===== src/logic/btg_cfg.svh =====
// Purpose: named constants of the buzzer tone generator
// Assumes: low-speed oscillator nominal 32768 Hz, 256 Hz sync tick
// Notes:   times are in microseconds; tick counts derive from them
`ifndef BTG_CFG_SVH
`define BTG_CFG_SVH

// oscillator periods per 256 Hz tick (32768 / 256)
`define BTG_OSC_PER_TICK   128
`define BTG_TICK_HZ        256
`define BTG_US_PER_S       1000000
// envelope step and burst length times
`define BTG_ENV_FAST_US    62500
`define BTG_ENV_SLOW_US    125000
`define BTG_BURST_SHORT_US 31250
`define BTG_BURST_LONG_US  125000
// time in microseconds to whole 256 Hz ticks
`define BTG_TICKS(us)      (((us) * `BTG_TICK_HZ) / `BTG_US_PER_S)
// tone period and high-time shape
`define BTG_PERIOD_MIN     5'h10
`define BTG_PERIOD_STEP    5'h04
`define BTG_HIGH_SHORT     5'h08
`define BTG_HIGH_LONG      5'h0C
// duty levels
`define BTG_LEVEL_MAX      3'h7
`define BTG_LEVEL_MIN      3'h0
// envelope and burst tick counter width
`define BTG_CNT_W          6

`endif


===== src/logic/btg_pkg.sv =====
// Purpose: shared types of the buzzer tone generator
// Assumes: nothing beyond the constants header
// Notes:   select codes are three bits wide
package btg_pkg;
    typedef logic [2:0] btg_sel_t;
    typedef enum logic [1:0] {
        BTG_B_IDLE,
        BTG_B_ARM,
        BTG_B_RUN,
        BTG_B_HALT
    } btg_burst_st_t;
endpackage : btg_pkg


===== src/logic/btg_tone_if.sv =====
// Purpose: link between burst/envelope control and the waveform stage
// Assumes: one clock domain
// Notes:   unit_tick is a one-cycle pulse per duty unit
`timescale 1ns/10ps
interface btg_tone_if;
    logic              unit_tick;
    btg_pkg::btg_sel_t freq;
    btg_pkg::btg_sel_t level;
    logic              wave;
    modport gen  (input unit_tick, input freq, input level, output wave);
    modport user (output unit_tick, output freq, output level, input wave);
endinterface : btg_tone_if


===== src/logic/btg_wave.sv =====
// Purpose: tone waveform from unit ticks, frequency and duty level
// Assumes: unit_tick pulses at 65536 or 32768 Hz nominal
// Notes:   wave is high for the high time at the start of each period
`timescale 1ns/10ps
`include "btg_cfg.svh"
module btg_wave (
    input  wire logic core_clk_in,
    input  wire logic rstn_in,
    btg_tone_if.gen   tone_if
);
    import btg_pkg::*;

    logic [4:0] cnt_ff;
    logic [4:0] nxt_cnt;
    logic       wave_ff;
    logic       nxt_wave;
    logic [4:0] period;
    logic [4:0] high_units;

    // period 16/20/24/28 units, high time base 8 or 12 minus level
    always_comb begin
        period     = `BTG_PERIOD_MIN
                   + `BTG_PERIOD_STEP * {3'h0, tone_if.freq[1:0]};
        high_units = (tone_if.freq[1] ? `BTG_HIGH_LONG : `BTG_HIGH_SHORT)
                   - {2'h0, tone_if.level};
    end

    // unit counter and positive-polarity compare
    always_comb begin
        nxt_cnt = cnt_ff;
        if (tone_if.unit_tick) begin
            if (cnt_ff >= period - 5'h01) begin
                nxt_cnt = 5'h00;
            end else begin
                nxt_cnt = cnt_ff + 5'h01;
            end
        end
        nxt_wave = (nxt_cnt < high_units);
    end

    always_ff @(posedge core_clk_in) begin
        if (!rstn_in) begin
            cnt_ff  <= 5'h00;
            wave_ff <= 1'b1; // period starts high, matches count zero
        end else begin
            cnt_ff  <= nxt_cnt;
            wave_ff <= nxt_wave;
        end
    end

    assign tone_if.wave = wave_ff;

    a_period_wrap: assert property (
        @(posedge core_clk_in) disable iff (!rstn_in)
        (tone_if.unit_tick && cnt_ff == period - 5'h01
         && $stable(tone_if.freq)) |=> (cnt_ff == 5'h00)
    ) else $error("unit counter did not wrap at period end");

    a_period_start_high: assert property (
        @(posedge core_clk_in) disable iff (!rstn_in)
        (cnt_ff == 5'h00) |-> wave_ff
    ) else $error("tone not high at start of period");
endmodule : btg_wave


===== src/logic/btg_top.sv =====
// Purpose: buzzer tone generator with envelope and one-shot burst
// Assumes: all inputs synchronous to core_clk_in; oscillator sampled
// Notes:   trigger inputs are one-cycle write strobes
`timescale 1ns/10ps
`include "btg_cfg.svh"
// Overview of operation
// - tone divides low-speed oscillator; eight frequencies 4096.0 to 1170.3 Hz
// - every frequency and time follows oscillator division and scales with it
// - three-bit duty select picks eight levels; each step drops one unit
// - 4096/2048 Hz use 16-unit period, 3276.8/1638.4 Hz use 20 units
// - 2730.7/1365.3 Hz use 24 units, 2340.6/1170.3 Hz use 28 units
// - duty is high time over period for positive polarity
// - after reset pins are port bits; selects route true and inverted tone
// - enable on gives tone; off holds true pin high, inverted low
// - enable switching may glitch the tone at switch on and off
// - envelope start at level 1 as enable turns on, steps down to level 8, then holds
// - while envelope runs the duty select setting is ignored
// - envelope restart returns duty to level 1 and stepping resumes
// - step time 62.5 ms or 125 ms; first step may be 4 ms off
// - burst lasts 31.25 ms or 125 ms by width select
// - burst trigger starts and ends tone on the 256 Hz tick
// - burst status reads 1 while busy, 0 when ready
// - burst stop ends the burst early on the 256 Hz tick
// - trigger during burst restarts full duration on the tick
// - bursts never use envelope; they use selected frequency and duty
// - burst trigger has no effect while continuous enable is 1
// - write-only triggers and unused bits read back as 0
module btg_top #(
    parameter int OSC_PER_TICK = `BTG_OSC_PER_TICK
) (
    input  wire logic              core_clk_in,
    input  wire logic              rstn_in,
    input  wire logic              low_speed_osc_in,
    input  wire logic              buzzer_enable_in,
    input  wire btg_pkg::btg_sel_t tone_freq_select_in,
    input  wire btg_pkg::btg_sel_t tone_duty_select_in,
    input  wire logic              envelope_enable_in,
    input  wire logic              envelope_restart_in,
    input  wire logic              envelope_step_time_in,
    input  wire logic              burst_width_select_in,
    input  wire logic              burst_trigger_in,
    input  wire logic              burst_stop_in,
    input  wire logic              tone_pin_select_in,
    input  wire logic              inverted_tone_pin_select_in,
    input  wire logic              port_bit_one_in,
    input  wire logic              port_bit_zero_in,
    input  wire logic              port_bit_one_float_in,
    input  wire logic              port_bit_zero_float_in,
    output logic                   tone_out_out,
    output logic                   tone_out_oe_out,
    output logic                   tone_out_inverted_out,
    output logic                   tone_out_inverted_oe_out,
    output logic                   burst_busy_out,
    output logic [1:0]             trigger_readback_out
);
    import btg_pkg::*;

    localparam int PW = $clog2(OSC_PER_TICK);
    localparam logic [`BTG_CNT_W-1:0] ENV_FAST =
        `BTG_CNT_W'(`BTG_TICKS(`BTG_ENV_FAST_US));
    localparam logic [`BTG_CNT_W-1:0] ENV_SLOW =
        `BTG_CNT_W'(`BTG_TICKS(`BTG_ENV_SLOW_US));
    localparam logic [`BTG_CNT_W-1:0] BURST_SHORT =
        `BTG_CNT_W'(`BTG_TICKS(`BTG_BURST_SHORT_US));
    localparam logic [`BTG_CNT_W-1:0] BURST_LONG =
        `BTG_CNT_W'(`BTG_TICKS(`BTG_BURST_LONG_US));

    // refuse a prescaler the tick logic cannot serve
    if (OSC_PER_TICK < 2 || OSC_PER_TICK > 4096) begin : g_bad_div
        $error("OSC_PER_TICK out of range");
    end

    btg_tone_if tone_if ();

    btg_wave u_wave (
        .core_clk_in (core_clk_in),
        .rstn_in     (rstn_in),
        .tone_if     (tone_if)
    );

    // ---- oscillator edge detect and 256 Hz prescaler
    logic          osc_ff;
    logic          nxt_osc;
    logic [PW-1:0] pre_ff;
    logic [PW-1:0] nxt_pre;
    logic          osc_rise;
    logic          tick256;

    // both edges give 65536 Hz units, rising edges 32768 Hz units
    always_comb begin
        nxt_osc  = low_speed_osc_in;
        osc_rise = low_speed_osc_in & ~osc_ff;
        tick256  = osc_rise && (pre_ff == PW'(OSC_PER_TICK - 1));
        nxt_pre  = pre_ff;
        if (osc_rise) begin
            nxt_pre = tick256 ? '0 : pre_ff + PW'(1);
        end
        tone_if.unit_tick = tone_freq_select_in[2] ? osc_rise
                          : (low_speed_osc_in ^ osc_ff);
        tone_if.freq      = tone_freq_select_in;
    end

    always_ff @(posedge core_clk_in) begin
        if (!rstn_in) begin
            osc_ff <= 1'b0;
            pre_ff <= '0;
        end else begin
            osc_ff <= nxt_osc;
            pre_ff <= nxt_pre;
        end
    end

    // ---- digital envelope
    logic                  en_prev_ff;
    logic                  nxt_en_prev;
    btg_sel_t              env_lvl_ff;
    btg_sel_t              nxt_env_lvl;
    logic [`BTG_CNT_W-1:0] env_cnt_ff;
    logic [`BTG_CNT_W-1:0] nxt_env_cnt;
    logic                  env_active;
    logic                  env_start;
    logic [`BTG_CNT_W-1:0] env_step;

    // start/restart to level 1, step each period, hold at level 8
    always_comb begin
        env_active  = buzzer_enable_in & envelope_enable_in;
        env_start   = env_active & ~en_prev_ff;
        env_step    = envelope_step_time_in ? ENV_SLOW : ENV_FAST;
        nxt_en_prev = buzzer_enable_in;
        nxt_env_lvl = env_lvl_ff;
        nxt_env_cnt = env_cnt_ff;
        if (env_start || (env_active && envelope_restart_in)) begin
            nxt_env_lvl = `BTG_LEVEL_MIN;
            nxt_env_cnt = '0;
        end else if (env_active && tick256) begin
            if (env_cnt_ff >= env_step - `BTG_CNT_W'(1)) begin
                nxt_env_cnt = '0;
                if (env_lvl_ff != `BTG_LEVEL_MAX) begin
                    nxt_env_lvl = env_lvl_ff + 3'h1;
                end
            end else begin
                nxt_env_cnt = env_cnt_ff + `BTG_CNT_W'(1);
            end
        end
    end

    always_ff @(posedge core_clk_in) begin
        if (!rstn_in) begin
            en_prev_ff <= 1'b0;
            env_lvl_ff <= `BTG_LEVEL_MIN;
            env_cnt_ff <= '0;
        end else begin
            en_prev_ff <= nxt_en_prev;
            env_lvl_ff <= nxt_env_lvl;
            env_cnt_ff <= nxt_env_cnt;
        end
    end

    // ---- one-shot burst
    btg_burst_st_t         bst_ff;
    btg_burst_st_t         nxt_bst;
    logic [`BTG_CNT_W-1:0] bcnt_ff;
    logic [`BTG_CNT_W-1:0] nxt_bcnt;
    logic                  snd_ff;
    logic                  nxt_snd;
    logic [`BTG_CNT_W-1:0] burst_len;
    logic                  trig_ok;

    // trigger arms, sound switches only on the 256 Hz tick
    always_comb begin
        burst_len = burst_width_select_in ? BURST_LONG : BURST_SHORT;
        trig_ok   = burst_trigger_in & ~buzzer_enable_in;
        nxt_bst   = bst_ff;
        nxt_bcnt  = bcnt_ff;
        nxt_snd   = snd_ff;
        if (trig_ok) begin
            nxt_bst = BTG_B_ARM;
        end else if (burst_stop_in && bst_ff != BTG_B_IDLE) begin
            nxt_bst = BTG_B_HALT;
        end else if (tick256) begin
            case (bst_ff)
                BTG_B_ARM: begin
                    nxt_bst  = BTG_B_RUN;
                    nxt_bcnt = burst_len;
                    nxt_snd  = 1'b1;
                end
                BTG_B_RUN: begin
                    if (bcnt_ff <= `BTG_CNT_W'(1)) begin
                        nxt_bst = BTG_B_IDLE;
                        nxt_snd = 1'b0;
                    end else begin
                        nxt_bcnt = bcnt_ff - `BTG_CNT_W'(1);
                    end
                end
                BTG_B_HALT: begin
                    nxt_bst = BTG_B_IDLE;
                    nxt_snd = 1'b0;
                end
                default: begin
                    nxt_bst = BTG_B_IDLE;
                end
            endcase
        end
    end

    always_ff @(posedge core_clk_in) begin
        if (!rstn_in) begin
            bst_ff  <= BTG_B_IDLE;
            bcnt_ff <= '0;
            snd_ff  <= 1'b0;
        end else begin
            bst_ff  <= nxt_bst;
            bcnt_ff <= nxt_bcnt;
            snd_ff  <= nxt_snd;
        end
    end

    // ---- duty source and pin multiplexing
    logic run;
    logic true_lvl;
    logic inv_lvl;
    logic tone_ff;
    logic nxt_tone;
    logic tinv_ff;
    logic nxt_tinv;
    logic toe_ff;
    logic nxt_toe;
    logic ioe_ff;
    logic nxt_ioe;

    // continuous enable gates tone directly, glitches tolerated
    always_comb begin
        tone_if.level = env_active ? env_lvl_ff
                      : tone_duty_select_in;
        run      = buzzer_enable_in | snd_ff;
        true_lvl = run ? tone_if.wave : 1'b1;
        inv_lvl  = run ? ~tone_if.wave : 1'b0;
        nxt_tone = tone_pin_select_in ? true_lvl : port_bit_one_in;
        nxt_tinv = inverted_tone_pin_select_in ? inv_lvl
                 : port_bit_zero_in;
        nxt_toe  = ~port_bit_one_float_in;
        nxt_ioe  = ~port_bit_zero_float_in;
    end

    always_ff @(posedge core_clk_in) begin
        if (!rstn_in) begin
            tone_ff <= 1'b1;
            tinv_ff <= 1'b1;
            toe_ff  <= 1'b1;
            ioe_ff  <= 1'b1;
        end else begin
            tone_ff <= nxt_tone;
            tinv_ff <= nxt_tinv;
            toe_ff  <= nxt_toe;
            ioe_ff  <= nxt_ioe;
        end
    end

    assign tone_out_out             = tone_ff;
    assign tone_out_inverted_out    = tinv_ff;
    assign tone_out_oe_out          = toe_ff;
    assign tone_out_inverted_oe_out = ioe_ff;
    assign burst_busy_out           = (bst_ff != BTG_B_IDLE);
    assign trigger_readback_out     = 2'h0;

    // ---- checks
    a_disabled_high: assert property (
        @(posedge core_clk_in) disable iff (!rstn_in)
        (tone_pin_select_in && inverted_tone_pin_select_in
         && !buzzer_enable_in && !snd_ff)
        |=> (tone_out_out && !tone_out_inverted_out)
    ) else $error("idle pins not high and low");

    a_pins_complement: assert property (
        @(posedge core_clk_in) disable iff (!rstn_in)
        (tone_pin_select_in && inverted_tone_pin_select_in && run)
        |=> (tone_out_out != tone_out_inverted_out)
    ) else $error("inverted pin not complement of true pin");

    a_port_passthru: assert property (
        @(posedge core_clk_in) disable iff (!rstn_in)
        !tone_pin_select_in |=> (tone_out_out == $past(port_bit_one_in))
    ) else $error("port bit not passed to pin");

    a_burst_busy_set: assert property (
        @(posedge core_clk_in) disable iff (!rstn_in)
        trig_ok |=> burst_busy_out [*2]
    ) else $error("busy not shown after trigger");

    a_burst_ignored: assert property (
        @(posedge core_clk_in) disable iff (!rstn_in)
        (buzzer_enable_in && burst_trigger_in && bst_ff == BTG_B_IDLE)
        |=> (bst_ff == BTG_B_IDLE)
    ) else $error("trigger accepted while enable set");

    a_sound_on_tick: assert property (
        @(posedge core_clk_in) disable iff (!rstn_in)
        (snd_ff != $past(snd_ff)) |-> $past(tick256)
    ) else $error("burst sound changed off the tick");

    a_burst_load: assert property (
        @(posedge core_clk_in) disable iff (!rstn_in)
        (bst_ff == BTG_B_ARM && tick256 && !burst_trigger_in
         && !burst_stop_in) |=> (bcnt_ff == $past(burst_len) && snd_ff)
    ) else $error("burst length not loaded");

    a_stop_on_tick: assert property (
        @(posedge core_clk_in) disable iff (!rstn_in)
        (bst_ff == BTG_B_HALT && tick256 && !trig_ok) |=> !snd_ff
    ) else $error("stopped burst still sounding");

    a_env_restart: assert property (
        @(posedge core_clk_in) disable iff (!rstn_in)
        (env_active && envelope_restart_in)
        |=> (env_lvl_ff == `BTG_LEVEL_MIN && env_cnt_ff == '0)
    ) else $error("envelope restart did not reach level 1");

    a_env_hold: assert property (
        @(posedge core_clk_in) disable iff (!rstn_in)
        (env_lvl_ff == `BTG_LEVEL_MAX && !env_start
         && !envelope_restart_in) |=> (env_lvl_ff == `BTG_LEVEL_MAX)
    ) else $error("envelope left level 8");
endmodule : btg_top


===== config.mk =====
export PLATFORM = sky130hd
export DESIGN_NAME = btg_top
export DESIGN_NICKNAME = d
export VERILOG_FILES = /design/src/logic/btg_pkg.sv /design/src/logic/btg_tone_if.sv /design/src/logic/btg_wave.sv /design/src/logic/btg_top.sv
export VERILOG_INCLUDE_DIRS = /design/src /design/src/logic
export SDC_FILE = /design/constraint.sdc
export NUM_CORES = 1
export LEC_CHECK = 0
export ABC_AREA = 1
export BUFFER_PORTS_ARGS = -buffer_cell sky130_fd_sc_hd__buf_4
export CORE_UTILIZATION = 62
export DETAILED_ROUTE_END_ITERATION = 12
export PLACE_DENSITY_LB_ADDON = 0.2
export SLEW_MARGIN = 20
export SYNTH_ARGS = -nofsm -noshare
export SYNTH_HDL_FRONTEND = slang
export SYNTH_SLANG_ARGS = --single-unit

===== constraint.sdc =====
create_clock -name core_clk_in -period 4.73 [get_ports core_clk_in]
set_input_delay 0.946 -clock core_clk_in [delete_from_list [all_inputs] [get_ports core_clk_in]]
set_output_delay 0.946 -clock core_clk_in [all_outputs]
set_load 0.005 [all_outputs]

==> results of run 1 <==
[cell type report]
type	instances	area [µm²]	share of cell area (%)
clock buffer	6	41.3	1.65
clock inverter	2	10.0	0.401
inverter	49	190	7.62
multi-input combinational	219	1260	50.6
sequential	37	741	29.7
tap	46	57.6	2.30
timing repair buffer	26	195	7.82
[registers in the layout, summed over array words and instances, names as in the netlist, 2 cells and up]
signal and cells:
pre_ff 7, bcnt_ff 6, u_wave.cnt_ff 5, env_cnt_ff 6
bst_ff 2, env_lvl_ff 3
[power groups by stage]
stage | clock [mW] | combinational, mW | sequential [mW]
floorplan | 0 | 0.0641 | 0.332
global placement | 0 | 0.0919 | 0.333
detailed placement | 0 | 0.0951 | 0.334
CTS | 0.165 | 0.0960 | 0.327
global route | 0.179 | 0.109 | 0.328
finish | 0.160 | 0.0956 | 0.326
[metal layers]
| metal | routed length (µm) | global-route usage [%] |
|---|---|---|
| met1 | 1970 | 28.6 |
| met2 | 2070 | 43.8 |
| met5 | 0 | 0 |
| met4 | 79 | 9.52 |
| met3 | 155 | 7.87 |
[stage by stage]
stage | std cells | util [%] | instance area, µm² | power, mW
after floorplan | 310 | - | 2230 | 0.397
after global placement | 377 | 72.2 | 2450 | 0.425
after detailed placement | 377 | 72.2 | 2450 | 0.429
after CTS | 385 | 73.7 | 2500 | 0.588
after global routing | 385 | 73.7 | 2500 | 0.616
final | 385 | 73.7 | 2500 | 0.582
[kinds of logic (layout without fill, tap and decap cells)]
kind of cell	count (synthesis)	after routing
AO/OA/AOI/OAI	34	34
XOR/XNOR	5	5
adder cells (fa/ha/maj)	18	18
buffers and inverters	54	83
flip-flops	37	37
multiplexers	3	3
other	1	2
AND/OR/NAND/NOR	157	157
[worst max-delay path, delay by kind of cell]
family	cells	cell delay, ns
fa+ha+maj	3	0.86
simple gates	10	0.72
buf+inv	3	0.29
compound gates	1	0.17
[final timing paths]
| check | end | slack (ns) | depth (start not counted) |
|---|---|---|---|
| setup / recovery | u_wave.tone_if.wave$_SDFF_PN1_ | 2.05 | 17 |
| hold reg to reg | env_cnt_ff[5]$_SDFFE_PP0P_ | 0.50 | 2 |
| setup reg to reg | u_wave.tone_if.wave$_SDFF_PN1_ | 2.44 | 13 |
| hold / removal | env_cnt_ff[5]$_SDFFE_PP0P_ | 0.50 | 2 |
[cells in the final DEF, fill, tap and decap left out, drive strengths merged]
master	instances
nor3	9
nand2	76
nand4	12
buf	26
or2	3
a21o	1
a31oi	1
o211ai	1
mux2	1
ha	18
xor2	2
dfxtp	37
o22ai	1
nand3b	1
a21boi	1
nor4	1
mux2i	2
xnor2	3
conb	2
clkbuf	6
and3	1
a21oi	20
nand3	15
clkinv	4
o21ai	9
nor2	39
inv	47
==> results.toml, run 1 <==
[status]
status = "completed"

[cts]
clock_latency_ns = 0.34
clk_pin_slew_ns = 0.11
cts_tree = "done"
cts_buffer_depth = 2
cts_made_buffers = 5
post-cts-setup-buffers = 0
postCtsHoldBufs = 0
cts_root_buffer = "clkbuf_4"
cts_resized = 0
htreeDepth = 2
cts.sink_count = 37

[finish]
layout-drive-gt1-share_pct = 16.5
syn_to_final_growth_pct = 12.3
n_fill_cell = 271
finalNetCount = 378
num_antenna_cells = 0

[detailed_routing]
drcViolationCount = 0
vias = 1994
drtIter0Drc = 145
dr.pass1.iters = 4
routed_wl_um = 4270
detail-route-antenna-nets = 0
viasPerCell = 5.18
avgRoutedWirePerCell_um = 11.1

[setup_path]
path_common_cell = "nand2_1"
endpoint_kind = "flop"
crit_path_start = "tone_freq_select_in[0]"
critPathKind = "in -> reg"
cp_slowest_stage_delay_ns = 0.31
r2r-start = "osc_ff$_SDFF_PN0_"
cp_max_fo = 6
critPathSlowestCell = "ha_1"
crit_chain = "buf_4, inv_1, ha_1, ha_1, nand2_1, nor2_1, nand2_1, nand2_1, nand2_1, inv_1, nor2_1, ha_1, a21oi_1, nor2_1, nor2_1, nand2_1, nand2_1"
worstPathRequired_ns = 5.02
crit_arrival_ns = 2.97
start_kind = "primary input"

[timing]
worst_slack_ns = 2.05
fmax_ghz = 0.373
rsz0062_at_grt = "false"
hold_viol_final = 0
slew_violations = 0
finalSetupTns_ns = 0
period_minus_slack_ns = 2.68
setup_viol = 0
worst_clock_skew_ns = 0.0106
finalCritPeriodShare_pct = 56.7
holdWs_ns = 0.495

[synth]
syn_area_mm2 = 0.00222
ys_async_sr_fraction_pct = 0
synthXorXnorAreaFrac_pct = 1.97
yosysWarningCount = 0
seq_area_frac_synth_pct = 33.3
avgSynthCellArea_um2 = 7.20
synthMuxAreaShare_pct = 1.41
synth_adder_area_share_pct = 10.1
synthDistinctLibCells = 39
synth-simple-area-share_pct = 33.8
yosysMostFrequentCell = "nand2_1"
synth-compound-area-share_pct = 9.12
synth_top_family_by_area = "simple AND/OR/NAND/NOR gates"
synth_edf_count = 0
synthTopCellsByCount = "73 x nand2_1, 45 x inv_1, 38 x nor2_1"
synth.largest_area_cell = "dfxtp_1"
ys_ff_latch = 37
synth-main-ff-cell = "dfxtp_1"
synth_top_area_share_pct = 33.3
synth.area.top_cells = "dfxtp_1 33%, nand2_1 12%, ha_1 10%"
syn_inst = 309

[global_routing]
grt-ovfl-total = 0
grt_antenna_before_repair = 0
grt_start_max_net_pins = 15
track_usage_pct = 25.1
grt_pass1_wl_um = 6930
grt_pass1_vias = 1714

[place]
hpwl_um = 3170
io_buffer_count = 26
place_ws_ns = 1.78
gp_congestion = 0.871

[pwr]
leakagePower_nw = 1.25
powerDensity_mw_per_mm2 = 233
intPower_mw = 0.419
switching_share_pct = 28.1
comb_power_share_pct = 16.4
power_switching_mw = 0.163
vdd_drop_max_mv = 0.137
p_seq_share_pct = 56.1
p_clk_share_pct = 27.5

[worst_hold_path]
min_from = "env_cnt_ff[5]$_SDFFE_PP0P_"
holdCritPathClass = "reg -> reg"

[floorplan]
core_area_mm2 = 0.00339
fp.dieH_um = 61.9
num_rows = 21
initial_core_util_pct = 65.6
top_level_ports = 29
dieArea_mm2 = 0.00383
die_width_um = 61.9

[job]
cap_violations = 0
No activity file was read; power rests on OpenSTA's default activity.
==> run 2: changes to the inputs <==
Settings changed: ABC_AREA 1 to 0, CORE_UTILIZATION 62 to 52.
Clock period 4.73 ns to 2.2 ns, I/O delays scaled along.
==> run 2 against run 1 <==
Compared with the run above:
- the flow now finishes with violations (setup timing)
- global-route usage decreased by 1.2 points
- via count increased by 2.9%
- worst setup slack got worse by 2.3 ns
- area after synthesis decreased by 1.4%
- combinational power increased to 2.7 times the previous value
- clock-buffer cell count unchanged
- critical endpoint unchanged
- largest power group unchanged
==> results.toml, run 2 <==
[synth]
synthTopCellsByCount = "37 x dfxtp_1, 19 x nor2_1, 18 x a21oi_1, 18 x ha_1"
seq_area_frac_synth_pct = 33.8
ys_async_sr_fraction_pct = 0
ys_ff_latch = 37
syn_inst = 256
synth-simple-area-share_pct = 25.5
synth-main-ff-cell = "dfxtp_1"
synthMuxAreaShare_pct = 2.28
syn_area_mm2 = 0.00219
synthDistinctLibCells = 51
synth.area.top_cells = "dfxtp_1 34%, ha_1 10%, a21oi_1 4.1%"
synth_top_family_by_area = "simple AND/OR/NAND/NOR gates"
yosysWarningCount = 0
synth_edf_count = 0
synth.largest_area_cell = "dfxtp_1"
synthXorXnorAreaFrac_pct = 4.00
yosysMostFrequentCell = "dfxtp_1"
synth_top_area_share_pct = 33.8
avgSynthCellArea_um2 = 8.56
synth-compound-area-share_pct = 18.1
synth_adder_area_share_pct = 10.3

[detailed_routing]
avgRoutedWirePerCell_um = 14.1
vias = 2051
drtIter0Drc = 120
routed_wl_um = 5110
dr.pass1.iters = 4
drcViolationCount = 0
viasPerCell = 5.65
detail-route-antenna-nets = 0

[timing]
hold_viol_final = 0
finalCritPeriodShare_pct = 112
fmax_ghz = 0.406
setup_viol = 1
period_minus_slack_ns = 2.46
worst_slack_ns = -0.262
finalSetupTns_ns = -0.262
slew_violations = 0
worst_clock_skew_ns = 0.0105
relSlewSlack_pct = 61.1
tightest_slew_ns = 0.584
rsz0062_at_grt = "true"

[pwr]
total_power_mw = 1.48
vdd_drop_max_mv = 0.483
leakagePower_nw = 1.19
powerDensity_mw_per_mm2 = 524

[floorplan]
die_width_um = 66.9
fp.dieH_um = 66.9
dieArea_mm2 = 0.00448
initial_core_util_pct = 54.4
num_rows = 23
top_level_ports = 29
core_area_mm2 = 0.00403

[cts]
cts.sink_count = 37
cts_root_buffer = "clkbuf_8"
clock_latency_ns = 0.30
cts_made_buffers = 5
clk_pin_slew_ns = 0.08
post-cts-setup-buffers = 0
cts_buffer_depth = 2
cts_tree = "done"
htreeDepth = 2

[finish]
largest_reg_flops = 7
n_fill_cell = 332
largest_registers = "pre_ff: 7 flops, bcnt_ff: 6 flops, env_cnt_ff: 6 flops"
regMostFlops = "pre_ff"
num_antenna_cells = 0
syn_to_final_growth_pct = 29.2
seq_area_um2 = 741
layout-drive-gt1-share_pct = 29.1
multiInputGateArea_mm2 = 0.00140
final_common_cell = "buf_4"
design_area_mm2 = 0.00283
finalNetCount = 352
final_cell_mix = "57 x buf_4, 37 x dfxtp_1, 19 x nor2_1"

[setup_path]
critPathSlowestCell = "or4_4"
path_buf_inv = 2
critPathKind = "in -> reg"
crit_arrival_ns = 2.70
start_kind = "primary input"
endpoint_kind = "flop"
cp_max_fo = 2
worstPathRequired_ns = 2.44
crit_chain = "buf_12, inv_12, ha_4, ha_4, a21oi_4, o221ai_2, or4_4, nand3_2, ha_4, nand4_1, nor4_1, o32ai_1, o221a_2"
critPathTopFamily = "simple AND/OR/NAND/NOR gates"
path_common_cell = "ha_4"
cp_slowest_stage_delay_ns = 0.55

[global_routing]
grt_antenna_before_repair = 0
grt_pass1_vias = 1902
grt_pass1_wl_um = 8060
grt_start_max_net_pins = 19
track_usage_pct = 23.8
grt-ovfl-total = 0

[place]
gp_congestion = 0.916
place_area_mm2 = 0.00270
io_buffer_count = 26
hpwl_um = 3650

[status]
violations = "setup timing"
status = "finished, violations left"

[job]
cap_violations = 0

[worst_hold_path]
holdCritPathClass = "in -> reg"
run 2: per-layer routing:
layer / vias up / wire length [µm] / GRT usage, %
met4: 0 / 85 / 9.31
met5: - / 0 / 0
met1: 965 / 2360 / 28.5
met2: 41 / 2510 / 41.7
li1: 1036 / - / -
met3: 9 / 153 / 4.11
run 2: report_power, final:
part           internal (mW)  leakage, nW  total (mW)  switching (mW)
combinational          0.138        0.834       0.261           0.123
clock                  0.254       0.0512       0.518           0.264
sequential             0.690        0.301       0.705          0.0151
run 2: cells by family (layout without fill, tap and decap cells):
group                      after synthesis  count (layout)
buffers and inverters                   26              82
xor gates and xnor gates                10              10
DFF                                     37              37
muxes                                    5               5
adders and majority gates               18              18
other                                    1               2
AOI/OAI and AO/OA                       61              61
and+or+nand+nor                         98              98
run 2: worst paths after layout:
check,cells after the start,endpoint,from,slack [ns]
setup / recovery,13,u_wave.tone_if.wave$_SDFF_PN1_,tone_freq_select_in[1],-0.26
hold / removal,2,tone_out_inverted_oe_out$_SDFF_PN1_,port_bit_zero_float_in,0.29
setup reg to reg,11,u_wave.tone_if.wave$_SDFF_PN1_,osc_ff$_SDFF_PN0_,-0.17
hold reg to reg,2,env_cnt_ff[5]$_SDFFE_PP0P_,env_cnt_ff[5]$_SDFFE_PP0P_,0.46
run 2: final cells by class:
cell class / instances / area share, %
multi-input combinational: 194 / 49.5
clock inverter: 2 / 0.486
timing repair buffer: 59 / 16.2
sequential: 37 / 26.2
tap: 50 / 2.21
clock buffer: 6 / 2.92
inverter: 15 / 2.52
run 2: per-stage QoR:
stage                     std cells  setup WS, ns  hold slack (ns)  utilization, %
after floorplan                 257        -0.425            0.432               -
after global placement          355        -0.621            0.440            67.1
after detailed placement        355        -0.677            0.448            67.1
after CTS                       363        -0.269            0.289            70.1
after global routing            363        -0.384            0.294            70.3
final                           363        -0.262            0.287            70.3
run 2: what timing repair did:
| item | in CTS | in global routing |
|---|---|---|
| pin swaps | 3 | 0 |
| resized for setup | 5 | 2 |
| endpoints found under the setup margin | 1 | 1 |
| hold buffers | 0 | 0 |
